==> src/logic/spi_params.svh <==
/*
 * Constants for the serial peripheral port: frame width, flag positions in
 * the software clear vector and reset values of the control bits.
 * Assumes it is included by bare name from the package and the port module.
 */
`ifndef SPI_PARAMS_SVH
`define SPI_PARAMS_SVH

// ----------------------------------------------------------------------------
// frame and counts
// ----------------------------------------------------------------------------
`define FRAME_WIDTH        8
`define SLAVE_LAST_BIT     3'h7
`define CORE_CLK_PERIOD_NS 50

// ----------------------------------------------------------------------------
// bit positions in the flag clear vector
// ----------------------------------------------------------------------------
`define FLAG_DONE_BIT      0
`define FLAG_WRITE_COLLISION_FLAG_BIT      1
`define FLAG_OVRN_BIT      2
`define FLAG_MODE_FAULT_FLAG_BIT      3
`define FLAG_COUNT         4

// ----------------------------------------------------------------------------
// reset values
// ----------------------------------------------------------------------------
`define RST_MASTER_ENABLE  1'b0
`define RST_PORT_ENABLE    1'b0

`endif

==> src/logic/spi_port_pkg.sv <==
/*
 * Types shared by the serial peripheral port: the transfer phase and the
 * packed state record of the port.
 * Assumes spi_params.svh is on the include path.
 */
`include "spi_params.svh"

package spi_port_pkg;

   // -------------------------------------------------------------------------
   // transfer phases
   // -------------------------------------------------------------------------
   typedef enum logic [1:0] {
      ST_IDLE   = 2'b00,
      ST_MASTER = 2'b01,
      ST_FINISH = 2'b10,
      ST_SLAVE  = 2'b11
   } phase_type;

   // -------------------------------------------------------------------------
   // complete state of the port
   // -------------------------------------------------------------------------
   typedef struct packed {
      phase_type                 phase;
      logic                      master_enable_bit;
      logic                      port_enable_bit;
      logic [`FRAME_WIDTH-1:0]   tx;
      logic [`FRAME_WIDTH-1:0]   rx;
      logic [`FRAME_WIDTH-1:0]   slave_tx;
      logic [`FRAME_WIDTH-1:0]   push_data;
      logic                      push;
      logic [7:0]                div_cnt;
      logic [3:0]                edge_cnt;
      logic [2:0]                bit_cnt;
      logic [2:0]                frame;
      logic                      cpha;
      logic                      cpol;
      logic                      sck;
      logic                      sck_oe;
      logic                      mosi;
      logic                      mosi_oe;
      logic                      miso;
      logic                      miso_oe;
      logic                      sck_s1;
      logic                      sck_s2;
      logic                      sck_s3;
      logic                      mosi_s1;
      logic                      mosi_s2;
      logic                      miso_s1;
      logic                      miso_s2;
      logic                      sel_s1;
      logic                      sel_s2;
      logic                      slave_selected_flag;
      logic                      done;
      logic                      write_collision_flag;
      logic                      ovr;
      logic                      mode_fault_flag;
      logic                      busy;
      logic                      irq;
   } state_type;

endpackage

==> src/logic/spi_port.sv <==
/*
 * Four-wire serial peripheral port, master or slave, with sticky status
 * flags and a two-entry receive buffer toward the processor.
 * Assumes control and configuration inputs come from logic on CORE_CLK;
 * the four pins come from outside and are synchronised here.
 */
`timescale 1ns/1ps
`default_nettype none

`include "spi_params.svh"

module spi_port
   import spi_port_pkg::*;
(
   input  wire logic        CORE_CLK,
   input  wire logic        RSTN,
   input  wire logic        SCK_IN,
   output logic             SCK_OUT,
   output logic             SCK_OE,
   input  wire logic        MOSI_IN,
   output logic             MOSI_OUT,
   output logic             MOSI_OE,
   input  wire logic        MISO_IN,
   output logic             MISO_OUT,
   output logic             MISO_OE,
   input  wire logic        SLAVE_SELECT_LOW,
   input  wire logic        CTRL_WR,
   input  wire logic        CTRL_MASTER_ENABLE,
   input  wire logic        CTRL_PORT_ENABLE,
   input  wire logic        CLOCK_PHASE,
   input  wire logic        CLOCK_POLARITY,
   input  wire logic [2:0]  FRAME_SIZE,
   input  wire logic [7:0]  CLOCK_DIVIDER,
   input  wire logic        INT_ENABLE,
   input  wire logic        DATA_WR,
   input  wire logic [7:0]  DATA_IN,
   output logic [7:0]       RX_DATA,
   output logic             RX_VALID,
   input  wire logic        RX_READY,
   input  wire logic [3:0]  FLAG_CLEAR,
   output logic             TRANSFER_DONE,
   output logic             WRITE_COLLISION,
   output logic             RECEIVE_OVERRUN,
   output logic             MODE_FAULT,
   output logic             SLAVE_SELECTED,
   output logic             MASTER_ENABLE,
   output logic             PORT_ENABLE,
   output logic             BUSY,
   output logic             IRQ
);

   state_type s;
   state_type next_s;
   logic      buf_ready;

   // ----------------------------------------------------------------------------
   // helpers
   // ----------------------------------------------------------------------------

   // phase zero presents the first bit before the first edge
   function automatic logic [8:0] load_shift(input logic [7:0] word, input logic cpha);
      logic [8:0] r;
      r = {1'b0, word};
      if (!cpha) begin
         r = {word[7], word[6:0], 1'b0};
      end
      return r;
   endfunction

   // ----------------------------------------------------------------------------
   // next state
   // ----------------------------------------------------------------------------
   always_comb begin
      logic       set_done;
      logic       set_write_collision_flag;
      logic       set_ovr;
      logic       set_mode_fault_flag;
      logic       lead;
      logic       sample;
      logic [8:0] ld;
      logic [7:0] word;
      set_done = 1'b0;
      set_write_collision_flag = 1'b0;
      set_ovr  = 1'b0;
      set_mode_fault_flag = 1'b0;
      lead     = 1'b0;
      sample   = 1'b0;
      ld       = 9'h000;
      word     = 8'h00;
      next_s      = s;
      next_s.push = 1'b0;

      // pins pass two flops before anything reads them; s3 only for edges
      next_s.sck_s1  = SCK_IN;
      next_s.sck_s2  = s.sck_s1;
      next_s.sck_s3  = s.sck_s2;
      // slave sampling trails the pins by two flops, which is what limits the
      // external master to a tenth (full duplex) or a quarter (receive only)
      next_s.mosi_s1 = MOSI_IN;
      next_s.mosi_s2 = s.mosi_s1;
      next_s.miso_s1 = MISO_IN;
      next_s.miso_s2 = s.miso_s1;
      next_s.sel_s1  = !SLAVE_SELECT_LOW;
      next_s.sel_s2  = s.sel_s1;
      next_s.slave_selected_flag  = s.sel_s2;

      if (CTRL_WR) begin
         next_s.master_enable_bit = CTRL_MASTER_ENABLE;
         next_s.port_enable_bit = CTRL_PORT_ENABLE;
      end
      // another master selected us while we were master: go off-line
      if (s.master_enable_bit && s.port_enable_bit && s.sel_s2) begin
         set_mode_fault_flag     = 1'b1;
         next_s.master_enable_bit = 1'b0;
         next_s.port_enable_bit = 1'b0;
      end

      // writes during any transfer are dropped, the transfer runs on
      if (DATA_WR && s.phase != ST_IDLE) begin
         set_write_collision_flag = 1'b1;
      end

      case (s.phase)
         ST_IDLE: begin
            next_s.sck     = CLOCK_POLARITY;
            next_s.sck_oe  = next_s.master_enable_bit && next_s.port_enable_bit;
            next_s.mosi_oe = next_s.master_enable_bit && next_s.port_enable_bit;
            next_s.miso_oe = 1'b0;
            if (DATA_WR && s.master_enable_bit && s.port_enable_bit && !set_mode_fault_flag) begin
               // left-align the frame so its top bit leaves first
               ld             = load_shift(DATA_IN << ~FRAME_SIZE, CLOCK_PHASE);
               next_s.mosi    = ld[8];
               next_s.tx      = ld[7:0];
               next_s.rx      = 8'h00;
               next_s.div_cnt = 8'h00;
               next_s.edge_cnt = 4'h0;
               next_s.frame   = FRAME_SIZE;
               next_s.cpha    = CLOCK_PHASE;
               next_s.cpol    = CLOCK_POLARITY;
               next_s.phase   = ST_MASTER;
            end else begin
               if (DATA_WR) begin
                  next_s.slave_tx = DATA_IN;
               end
               // a write in this same cycle is too late: old word goes out
               if (s.port_enable_bit && !s.master_enable_bit && s.sel_s2) begin
                  ld             = load_shift(s.slave_tx, CLOCK_PHASE);
                  next_s.miso    = ld[8];
                  next_s.tx      = ld[7:0];
                  next_s.rx      = 8'h00;
                  next_s.bit_cnt = 3'h0;
                  next_s.cpha    = CLOCK_PHASE;
                  next_s.cpol    = CLOCK_POLARITY;
                  next_s.miso_oe = 1'b1;
                  next_s.sck_oe  = 1'b0;
                  next_s.mosi_oe = 1'b0;
                  next_s.phase   = ST_SLAVE;
               end
            end
         end

         ST_MASTER: begin
            if (!next_s.master_enable_bit || !next_s.port_enable_bit) begin
               next_s.sck   = s.cpol;
               next_s.phase = ST_IDLE;
            end else if (s.div_cnt >= CLOCK_DIVIDER) begin
               // one serial clock edge per divider+1 system clocks
               next_s.div_cnt = 8'h00;
               next_s.sck     = !s.sck;
               lead           = !s.edge_cnt[0];
               sample         = lead ^ s.cpha;
               if (sample) begin
                  next_s.rx = {s.rx[6:0], s.miso_s2};
               end else begin
                  next_s.mosi = s.tx[7];
                  next_s.tx   = {s.tx[6:0], 1'b0};
               end
               if (s.edge_cnt == {s.frame, 1'b1}) begin
                  next_s.phase = ST_FINISH;
               end else begin
                  next_s.edge_cnt = s.edge_cnt + 4'h1;
               end
            end else begin
               next_s.div_cnt = s.div_cnt + 8'h01;
            end
         end

         ST_FINISH: begin
            // hand the word to the receive buffer unless it is full
            if (buf_ready) begin
               next_s.push      = 1'b1;
               next_s.push_data = s.rx;
            end else begin
               set_ovr = 1'b1;
            end
            set_done     = 1'b1;
            next_s.phase = ST_IDLE;
         end

         ST_SLAVE: begin
            next_s.sck_oe  = 1'b0;
            next_s.mosi_oe = 1'b0;
            if (!next_s.port_enable_bit || next_s.master_enable_bit) begin
               next_s.miso_oe = 1'b0;
               next_s.phase   = ST_IDLE;
            end else if (!s.sel_s2) begin
               // select released: the frame is over
               set_done       = 1'b1;
               next_s.miso_oe = 1'b0;
               next_s.phase   = ST_IDLE;
            end else if (s.sck_s2 != s.sck_s3) begin
               lead   = s.sck_s2 != s.cpol;
               sample = lead ^ s.cpha;
               if (sample) begin
                  word           = {s.rx[6:0], s.mosi_s2};
                  next_s.rx      = word;
                  next_s.bit_cnt = s.bit_cnt + 3'h1;
                  if (s.bit_cnt == `SLAVE_LAST_BIT) begin
                     if (buf_ready) begin
                        next_s.push      = 1'b1;
                        next_s.push_data = word;
                     end else begin
                        set_ovr = 1'b1;
                     end
                  end
               end else begin
                  next_s.miso = s.tx[7];
                  next_s.tx   = {s.tx[6:0], 1'b0};
               end
            end
         end

         default: begin
            next_s.phase = ST_IDLE;
         end
      endcase

      // sticky flags: a set in the clearing cycle wins
      next_s.done = set_done | (s.done & !FLAG_CLEAR[`FLAG_DONE_BIT]);
      next_s.write_collision_flag = set_write_collision_flag | (s.write_collision_flag & !FLAG_CLEAR[`FLAG_WRITE_COLLISION_FLAG_BIT]);
      next_s.ovr  = set_ovr  | (s.ovr  & !FLAG_CLEAR[`FLAG_OVRN_BIT]);
      next_s.mode_fault_flag = set_mode_fault_flag | (s.mode_fault_flag & !FLAG_CLEAR[`FLAG_MODE_FAULT_FLAG_BIT]);
      next_s.irq  = next_s.done & INT_ENABLE;
      next_s.busy = next_s.phase != ST_IDLE;
   end

   // ----------------------------------------------------------------------------
   // state register
   // ----------------------------------------------------------------------------
   always_ff @(posedge CORE_CLK) begin
      if (!RSTN) begin
         s <= '0;
      end else begin
         s <= next_s;
      end
   end

   // ----------------------------------------------------------------------------
   // receive buffer: a stalled reader fills it, then overrun drops words
   // ----------------------------------------------------------------------------
   rx_word_buffer #(
      .WIDTH (`FRAME_WIDTH)
   ) u_rx_buffer (
      .clk       (CORE_CLK),
      .rstn      (RSTN),
      .in_valid  (s.push),
      .in_data   (s.push_data),
      .in_ready  (buf_ready),
      .out_valid (RX_VALID),
      .out_data  (RX_DATA),
      .out_ready (RX_READY)
   );

   // ----------------------------------------------------------------------------
   // outputs, all straight from state flops
   // ----------------------------------------------------------------------------
   assign SCK_OUT         = s.sck;
   assign SCK_OE          = s.sck_oe;
   assign MOSI_OUT        = s.mosi;
   assign MOSI_OE         = s.mosi_oe;
   assign MISO_OUT        = s.miso;
   assign MISO_OE         = s.miso_oe;
   assign TRANSFER_DONE   = s.done;
   assign WRITE_COLLISION = s.write_collision_flag;
   assign RECEIVE_OVERRUN = s.ovr;
   assign MODE_FAULT      = s.mode_fault_flag;
   assign SLAVE_SELECTED  = s.slave_selected_flag;
   assign MASTER_ENABLE   = s.master_enable_bit;
   assign PORT_ENABLE     = s.port_enable_bit;
   assign BUSY            = s.busy;
   assign IRQ             = s.irq;

   // toggles of the serial clock during one master transfer
   logic [4:0] tog_cnt;
   always_ff @(posedge CORE_CLK) begin
      if (!RSTN || s.phase == ST_IDLE) begin
         tog_cnt <= 5'h00;
      end else if (s.phase == ST_MASTER && next_s.sck != s.sck) begin
         tog_cnt <= tog_cnt + 5'h01;
      end
   end
endmodule

`default_nettype wire

==> src/logic/rx_word_buffer.sv <==
/*
 * Two-entry receive buffer with valid and ready on both sides. The head
 * entry drives the outputs straight from flip-flops.
 * Assumes one clock and a synchronous active-low reset.
 */
`timescale 1ns/1ps
`default_nettype none

module rx_word_buffer #(
   parameter int WIDTH = 8
) (
   input  wire logic             clk,
   input  wire logic             rstn,
   input  wire logic             in_valid,
   input  wire logic [WIDTH-1:0] in_data,
   output logic                  in_ready,
   output logic                  out_valid,
   output logic [WIDTH-1:0]      out_data,
   input  wire logic             out_ready
);

   typedef struct packed {
      logic [WIDTH-1:0] head;
      logic [WIDTH-1:0] tail;
      logic             head_valid;
      logic             tail_valid;
   } buf_type;

   buf_type s;
   buf_type next_s;

   // ----------------------------------------------------------------------------
   // next state: pop moves tail to head, push fills the first free entry
   // ----------------------------------------------------------------------------
   always_comb begin
      next_s = s;
      if (s.head_valid && out_ready) begin
         next_s.head       = s.tail;
         next_s.head_valid = s.tail_valid;
         next_s.tail_valid = 1'b0;
      end
      // a push while full is refused even if a pop frees room this cycle
      if (in_valid && !s.tail_valid) begin
         if (!next_s.head_valid) begin
            next_s.head       = in_data;
            next_s.head_valid = 1'b1;
         end else begin
            next_s.tail       = in_data;
            next_s.tail_valid = 1'b1;
         end
      end
   end

   always_ff @(posedge clk) begin
      if (!rstn) begin
         s <= '0;
      end else begin
         s <= next_s;
      end
   end

   assign in_ready  = !s.tail_valid;
   assign out_valid = s.head_valid;
   assign out_data  = s.head;

endmodule

`default_nettype wire

==> config.mk <==
export PLATFORM = sky130hd
export DESIGN_NAME = spi_port
export DESIGN_NICKNAME = d
export VERILOG_FILES = /design/src/logic/spi_port_pkg.sv /design/src/logic/spi_port.sv /design/src/logic/rx_word_buffer.sv
export VERILOG_INCLUDE_DIRS = /design/src /design/src/logic
export SDC_FILE = /design/constraint.sdc
export NUM_CORES = 1
export LEC_CHECK = 0
export ABC_AREA = 0
export BUFFER_PORTS_ARGS = -buffer_cell sky130_fd_sc_hd__buf_2
export CORE_MARGIN = 3
export CORE_UTILIZATION = 55
export CTS_BUF_LIST = sky130_fd_sc_hd__clkbuf_4
export CTS_CLUSTER_SIZE = 8
export DETAILED_ROUTE_END_ITERATION = 12
export GPL_ROUTABILITY_DRIVEN = 0
export PLACE_DENSITY_LB_ADDON = 0.15
export SYNTH_ARGS = -nofsm -noshare
export SYNTH_HDL_FRONTEND = slang
export SYNTH_SLANG_ARGS = --single-unit
==> constraint.sdc <==
create_clock -name CORE_CLK -period 3.41 [get_ports CORE_CLK]
set_input_delay 0.341 -clock CORE_CLK [delete_from_list [all_inputs] [get_ports CORE_CLK]]
set_output_delay 0.341 -clock CORE_CLK [all_outputs]
set_load 0.005 [all_outputs]
==> metrics.cfg, run 1 <==
[layout]
layout.filler_cells=801
area_delta_synth_final_pct=9.15
antenna_cells=0
nNetsFinal=689
drive_gt1_frac=0.156

[logic_synthesis]
synthesis.area_mm2=0.00507
synth_top_flop_cell=dfxtp_1
synth-seq-cells=96
async_flop_share=0
syn-instance-count=597
ys.warnings.count=0
seq_area_frac_synth=0.379
synth_nets=650
synth_cell_type_count=65
synth_enable_flop_cells=0
syn-mean-instance-area_um2=8.50

[global_route]
grt_max_degree=43
first_global_vias=4047
globalRoute.totalOverflow=0
number_of_antenna_violations_at_the_first_check_in_global_routing=0
grt_usage=0.233
global_route_wire_length_before_repair_mm=19.5

[floorplan]
die-area_mm2=0.0104
placeableCoreArea_mm2=0.00885
start_util=0.574
fp.dieW_um=102
std_cell_rows=34
io_pins=61
die_height_um=102

[place]
dp_hpwl_mm=8.52
portBuffers=60

[worst_setup_path]
cp_max_fo=8
setup.worst_path.class=reg2reg
crit_path_max_incr_delay_ns=0.59
cp_cell_sequence=inv_1 > ha_1 > nand2b_1 > a2111oi_0 > o21ai_0 > a31oi_1 > or3_1 > mux2i_1
slowest_stage=a2111oi_0
start_kind=flop
critPathRequiredTime_ns=3.80
worst-endpoint-arrival_ns=3.28
critPathCaptureType=flop

[clocking]
htree_levels=3
cts_sinks=96
path_clk_slew_ns=0.16
post_cts_setup_buffers=0
clock_tree_from_tritoncts=yes
cts_inserted_buffers=9
worstSkewPairLatency_ns=0.46
cts-root-buf=clkbuf_4
holdBufCountCts=0
cts-root-to-sink-buffers=2
post_cts.resized_instances=0

[flow_run]
cap_violations=0

[timing]
timing_hold_violations_final=0
fin_worst_skew_ns=0.0154
timing_worst_slew_pin_value_ns=1.01
rsz_0062_raised_after_global_routing=false
drv_slew=0
max_clock_freq_ghz=0.346
setup-violations-final=0
final.setup.tns_ns=0
hold_slack_ns=0.0223
min_period_over_period=0.848
period_minus_slack_ns=2.89
max_slew_headroom_at_the_worst_pin=0.326

[detailed_routing]
post-route-drc-count=0
drtPass1Iterations=5
post_drt_wl_per_cell_um=15.3
ant_nets=0
routed_wirelength_mm=11.5
viasPerCell=5.90
detailroute.via_count=4421
detail_route.iter0.violations=262

[power_and_ir_drop]
max-vdd-ir-drop_mv=0.241
powerDensity_mw_per_mm2=368
p_leak_nw=2.38

[hold_path]
worstHoldPathType=in2reg

[outcome]
outcome=finished, final reports clean

-- registers in the layout (all words and copies together) (netlist names), 6 cells and up --
signal,flops
s,58
u_rx_buffer.s,9
u_rx_buffer.out_data,8
next_s,6
-- cells by family after synthesis --
kind of cell / after synthesis / synth area share
simple gates: 224 / 0.215
compound gates: 127 / 0.175
flops: 96 / 0.379
buf+inv: 69 / 0.0582
mux: 51 / 0.107
fa+ha+maj: 16 / 0.0394
xor+xnor: 14 / 0.0271
-- synthesized netlist by cell type (3+ instances only) --
cell type	number	area share
a221oi_1	9	0.016
a21o_1	3	0.0044
nor3_1	18	0.018
buf_1	3	0.0022
dfxtp_1	96	0.38
a21oi_1	32	0.032
or2_2	4	0.0049
nor2b_1	15	0.018
xnor2_1	3	0.0052
or3_1	4	0.0049
a31oi_1	9	0.011
and2_1	12	0.015
xor2_1	10	0.017
o211ai_1	3	0.0044
ha_1	16	0.039
mux2i_1	45	0.089
a211oi_1	7	0.010
o31ai_1	3	0.0044
nand3_1	28	0.028
o21a_1	3	0.0044
nor2_1	68	0.050
mux2_2	4	0.0089
nand2_1	45	0.033
clkbuf_1	28	0.021
a2111oi_0	3	0.0052
o21ai_0	22	0.022
a22oi_1	3	0.0044
buf_4	9	0.013
and3_1	4	0.0049
inv_1	26	0.019
a311oi_1	12	0.021
nand2b_1	4	0.0049
nand4_1	7	0.0086
-- final cells by class --
class                           instances  area [µm²]  area share
Multi-Input combinational cell        432        2860       0.516
Timing Repair Buffer                   70         375      0.0678
Clock inverter                          7        80.1      0.0145
Sequential cell                        96        1920       0.347
Clock buffer                            9        67.6      0.0122
Inverter                               27         101      0.0183
Tap cell                              108         135      0.0244
-- power by group --
part	leakage, nW	switching (mW)	internal (mW)
Clock	0.0736	0.403	0.232
Sequential	0.778	0.0199	1.15
Combinational	1.52	0.137	0.100
-- critical path, delay by kind of cell (launching register included) --
kind	cells	cell delay, ns
AO/OA/AOI/OAI	3	1.22
multiplexers	1	0.25
buffers and inverters	1	0.07
adder cells (fa/ha/maj)	1	0.27
AND/OR/NAND/NOR	2	0.55
flip-flops	1	0.46
-- stage by stage --
stage	power [mW]	instance area (µm²)	worst slack, ns	utilization	std cells
6_report	2.04	5540	0.517	0.626	749
5_1_grt	2.13	5540	0.322	0.626	749
4_1_cts	2.05	5540	0.500	0.626	749
3_5_place_dp	1.43	5390	0.549	0.609	733
3_3_place_gp	1.42	5390	0.673	0.609	733
2_1_floorplan	1.35	5070	0.953	-	597
-- cell usage in the layout, fill, tap and decap left out, drive strengths merged, types with 10 or more instances in the layout --
cell type  count
a21oi         32
nor3          18
inv           29
nor2          68
nand2         45
mux2i         45
a311oi        12
buf           70
o21ai         22
dfxtp         96
xor2          10
and2          12
nor2b         15
nand3         28
ha            16
-- worst paths after layout --
check | cells past startpoint | startpoint | slack [ns] | end
worst max register to register | 8 | s[34] | 0.52 | s[65]
worst min-delay path | 2 | SLAVE_SELECT_LOW | 0.02 | next_s[7]
worst max-delay path | 8 | s[34] | 0.52 | s[65]
worst min register to register | 1 | next_s[7] | 0.45 | next_s[6]
-- metal layers --
layer / vias up / GRT usage / routed length, µm
met5: - / 0 / 0
met4: 0 / 0.0545 / 93
met3: 10 / 0.0423 / 771
met2: 136 / 0.373 / 5290
met1: 2062 / 0.327 / 5330
li1: 2213 / - / -
Note: power is estimated with default switching activity, not from simulation.
==> inputs of run 2 (changes only) <==
==> constraint.sdc (replaced) <==
create_clock -name CORE_CLK -period 3 [get_ports CORE_CLK]
set_input_delay 0.3 -clock CORE_CLK [delete_from_list [all_inputs] [get_ports CORE_CLK]]
set_output_delay 0.3 -clock CORE_CLK [all_outputs]
set_load 0.005 [all_outputs]
==> run 2 against run 1 <==
Against the previous run: maximum frequency rose by 7.7%; worst hold slack improved by 0.023 ns; clock skew rose by 0.00073 ns; cell count rose by 0.93%; sequential power rose by 14%; register-to-register slack got worse by 0.20 ns; routed wire length rose by 4.0%; utilization rose by 0.48 points; combinational power rose by 15%; sequential share of layout area fell by 0.26 points; worst setup slack got worse by 0.20 ns; die area did not move.
==> metrics.cfg, run 2 (synthesis results as in run 1) <==
[worst_setup_path]
start_kind=flop
cp_max_fo=8
worst-endpoint-arrival_ns=3.08
critPathRequiredTime_ns=3.39
critPathCaptureType=flop
setup.worst_path.class=reg2reg

[global_route]
grt_usage=0.232
grt_max_degree=34
number_of_antenna_violations_at_the_first_check_in_global_routing=0
global_route_wire_length_before_repair_mm=19.5
first_global_vias=3980
globalRoute.totalOverflow=0

[floorplan]
die-area_mm2=0.0104
die_height_um=102
std_cell_rows=34
placeableCoreArea_mm2=0.00885
io_pins=61
fp.dieW_um=102
start_util=0.574

[timing]
final.setup.tns_ns=0
post-route-worst-setup-slack_ns=0.314
setup-violations-final=0
max_slew_headroom_at_the_worst_pin=0.567
rsz_0062_raised_after_global_routing=false
drv_slew=0
period_minus_slack_ns=2.69
timing_worst_slew_pin_value_ns=0.648
fin_worst_skew_ns=0.0161
max_clock_freq_ghz=0.372
timing_hold_violations_final=0
min_period_over_period=0.895

[clocking]
cts_inserted_buffers=9
cts_sinks=96
path_clk_slew_ns=0.17
worstSkewPairLatency_ns=0.46
htree_levels=3
cts-root-buf=clkbuf_4
cts-root-to-sink-buffers=2
clock_tree_from_tritoncts=yes

[layout]
antenna_cells=0
drive_gt1_frac=0.164
layout.filler_cells=796
area_delta_synth_final_pct=9.99
max_flop_register=s
nNetsFinal=696
flip_flop_count_of_the_largest_register_after_layout=58
most_common_library_cell_in_the_layout_ignoring_fill_and_taps=dfxtp_1
finalInstanceArea_mm2=0.00558
layout.cells.most_common_list=96 x dfxtp_1, 68 x nor2_1, 60 x buf_2

[place]
placement_setup_slack_ns=0.295
portBuffers=60
placed_standard_cell_area_mm2=0.00543
dp_hpwl_mm=8.68

[detailed_routing]
post-route-drc-count=0
viasPerCell=5.90
routed_wirelength_mm=12.0
drtPass1Iterations=5
detail_route.iter0.violations=240
post_drt_wl_per_cell_um=15.8
ant_nets=0
detailroute.via_count=4458

[power_and_ir_drop]
max-vdd-ir-drop_mv=0.290
powerDensity_mw_per_mm2=408
totalPowerFinal_mw=2.28
p_leak_nw=2.41

[hold_path]
worstHoldPathType=in2reg

[outcome]
outcome=finished, final reports clean

[flow_run]
cap_violations=0

run 2: path summary, 6_finish.rpt:
| kind | start | to | slack, ns | depth (start not counted) |
|---|---|---|---|---|
| max | s[34] | s[64] | 0.31 | 8 |
| min | MISO_IN | next_s[9] | 0.05 | 2 |
| max reg2reg | s[34] | s[64] | 0.31 | 8 |
| min reg2reg | next_s[11] | s[11] | 0.45 | 1 |
run 2: repair_timing:
action / in CTS / in global routing
endpoints found under the setup margin: 0 / 5
resized for setup: 0 / 1
hold buffers: 1 / 1
buffers inserted: 0 / 0
endpoints found under the hold margin: 1 / 1
run 2: worst max-delay path, cell delays in order, from the launching register on:
cell and delay [ns]:
dfxtp_1 0.47, inv_1 0.07, ha_1 0.26, nand2b_1 0.15, a2111oi_1 0.53, o21ai_0 0.25, a31oi_1 0.25, or3_1 0.43
mux2i_1 0.23
run 2: per-stage QoR:
stage,hold slack (ns),util,cells
finish,0.0452,0.631,756
global route,0.0108,0.631,756
CTS,0.0174,0.630,755
detailed placement,0.418,0.614,738
global placement,0.415,0.614,738
floorplan,0.372,-,597
run 2: report_power, final:
part | internal [mW] | total, mW | switching (mW) | leakage (nW)
Combinational | 0.117 | 0.274 | 0.157 | 1.56
Clock | 0.191 | 0.675 | 0.484 | 0.0723
Sequential | 1.30 | 1.33 | 0.0241 | 0.778
Total | 1.61 | 2.28 | 0.665 | 2.41
run 2: metal layers:
metal,GRT usage,up-vias,share of wire
met5,0,-,0
met4,0.0434,0,0.0096
met3,0.0471,13,0.047
met2,0.353,113,0.45
met1,0.345,2098,0.49
li1,-,2234,-
run 2: final cells by class:
| class | instances | area (µm²) | share of cell area |
|---|---|---|---|
| multi-input combinational | 432 | 2860 | 0.512 |
| sequential | 96 | 1920 | 0.344 |
| timing repair buffer | 77 | 433 | 0.0776 |
| tap | 108 | 135 | 0.0242 |
| inverter | 27 | 101 | 0.0182 |
| clock buffer | 9 | 67.6 | 0.0121 |
| clock inverter | 7 | 63.8 | 0.0114 |
==> inputs of run 3 (changes only) <==
--- a/config.mk
+++ b/config.mk
@@ -9,7 +9,7 @@
 export ABC_AREA = 0
 export BUFFER_PORTS_ARGS = -buffer_cell sky130_fd_sc_hd__buf_2
 export CORE_MARGIN = 3
-export CORE_UTILIZATION = 55
+export CORE_UTILIZATION = 35
 export CTS_BUF_LIST = sky130_fd_sc_hd__clkbuf_4
 export CTS_CLUSTER_SIZE = 8
 export DETAILED_ROUTE_END_ITERATION = 12
==> run 3 against run 2 <==
Against the previous run: first-iteration DRC count rose by 5.0%; clock skew rose by 0.012 ns; largest power group unchanged; register-to-register slack got worse by 0.07 ns; final area rose by 1.6%; highest routed layer unchanged; die area rose by 53%; clock power fell by 6.2%; sequential cell count did not move; utilization fell by 23 points.
==> metrics.cfg, run 3 (synthesis results as in run 1) <==
[global_route]
grt_max_degree=36
grt_usage=0.158
global_route_wire_length_before_repair_mm=20.7
number_of_antenna_violations_at_the_first_check_in_global_routing=0
first_global_vias=4011
globalRoute.totalOverflow=0

[worst_setup_path]
cp_max_fo=10
setup.worst_path.class=reg2reg
start_kind=flop
critPathCaptureType=flop
critPathRequiredTime_ns=3.37
worst-endpoint-arrival_ns=3.13

[clocking]
clock_tree_from_tritoncts=yes
path_clk_slew_ns=0.15
cts_sinks=96
worstSkewPairLatency_ns=0.48
post_cts.resized_instances=0
cts-root-buf=clkbuf_4
cts-root-to-sink-buffers=2
htree_levels=3
cts_inserted_buffers=9

[outcome]
outcome=finished, final reports clean

[timing]
timing_worst_slew_pin_value_ns=1.21
fin_worst_skew_ns=0.0284
drv_slew=0
final.setup.tns_ns=0
post-route-worst-setup-slack_ns=0.244
max_clock_freq_ghz=0.363
min_period_over_period=0.919
max_slew_headroom_at_the_worst_pin=0.186
timing_hold_violations_final=0
rsz_0062_raised_after_global_routing=false
period_minus_slack_ns=2.76
setup-violations-final=0

[layout]
max_flop_register=s
flip_flop_count_of_the_largest_register_after_layout=58
nNetsFinal=698
drive_gt1_frac=0.160
antenna_cells=0
most_common_library_cell_in_the_layout_ignoring_fill_and_taps=dfxtp_1
layout.filler_cells=1430
area_delta_synth_final_pct=11.7
layout.cells.most_common_list=96 x dfxtp_1, 68 x nor2_1, 60 x buf_2

[floorplan]
io_pins=61
fp.dieW_um=126
die-area_mm2=0.0160
placeableCoreArea_mm2=0.0140
die_height_um=126
start_util=0.361
std_cell_rows=43

[power_and_ir_drop]
p_leak_nw=2.40
powerDensity_mw_per_mm2=395
max-vdd-ir-drop_mv=0.140

[detailed_routing]
viasPerCell=5.24
post-route-drc-count=0
routed_wirelength_mm=12.5
detail_route.iter0.violations=252
drtPass1Iterations=4
ant_nets=0
detailroute.via_count=4338
post_drt_wl_per_cell_um=15.1

[place]
portBuffers=60
dp_hpwl_mm=9.18
placement_setup_slack_ns=0.285

[flow_run]
cap_violations=0

[hold_path]
worstHoldPathType=in2reg

==> run 3: cell count changes in the layout (fill, tap and decap cells not counted), sizes merged <==
cell	previous run	this run
inv	31	30
clkinv	2	1
dlygate4sd3	2	4
==> run 3: power by group <==
group          switching (mW)  total (mW)  internal [mW]
Sequential             0.0233        1.33           1.30
Clock                   0.461       0.633          0.172
Combinational           0.159       0.278          0.119
==> run 3: critical path: stages, from the launching register on <==
cell and delay, ns:
dfxtp_1 0.45, inv_1 0.07, ha_1 0.26, nand2b_1 0.09, a2111oi_0 0.10, o21a_1 0.24
o31ai_1 1.01, nand3_1 0.15, o221a_2 0.28
==> run 3: path summary, 6_finish.rpt <==
kind / start / endpoint / slack, ns / cells past startpoint
worst max-delay path: s[34] / s[70] / 0.24 / 8
worst min-delay path: INT_ENABLE / IRQ / 0.04 / 2
worst max register to register: s[34] / s[70] / 0.24 / 8
worst min register to register: next_s[14] / next_s[13] / 0.45 / 1
==> run 3: layer usage <==
metal / routed length (µm) / track usage
met5: 0 / 0
met4: 191 / 0.0530
met3: 650 / 0.0274
met2: 5280 / 0.225
met1: 6360 / 0.240
==> run 3: layout make-up <==
type	instances	area (µm²)	share of cell area
inverter	27	101	0.0179
tap	180	225	0.0397
multi-input combinational	432	2860	0.504
sequential	96	1920	0.339
timing repair buffer	79	453	0.0799
clock buffer	9	67.6	0.0119
clock inverter	5	42.5	0.00750
==> run 3: repair_timing <==
action	CTS	global route
hold buffers	4	0
endpoints found under the hold margin	4	0
buffers inserted	0	0
==> run 3: metrics by stage <==
stage / power [mW] / utilization / cells / hold WS, ns / cell area (µm²)
2_1_floorplan: 1.53 / - / 597 / 0.372 / 5070
4_1_cts: 2.27 / 0.404 / 828 / 0.00129 / 5670
6_report: 2.24 / 0.404 / 828 / 0.0382 / 5670
3_5_place_dp: 1.63 / 0.393 / 810 / 0.423 / 5520
5_1_grt: 2.36 / 0.404 / 828 / 0.0215 / 5670
3_3_place_gp: 1.62 / 0.393 / 810 / 0.420 / 5520
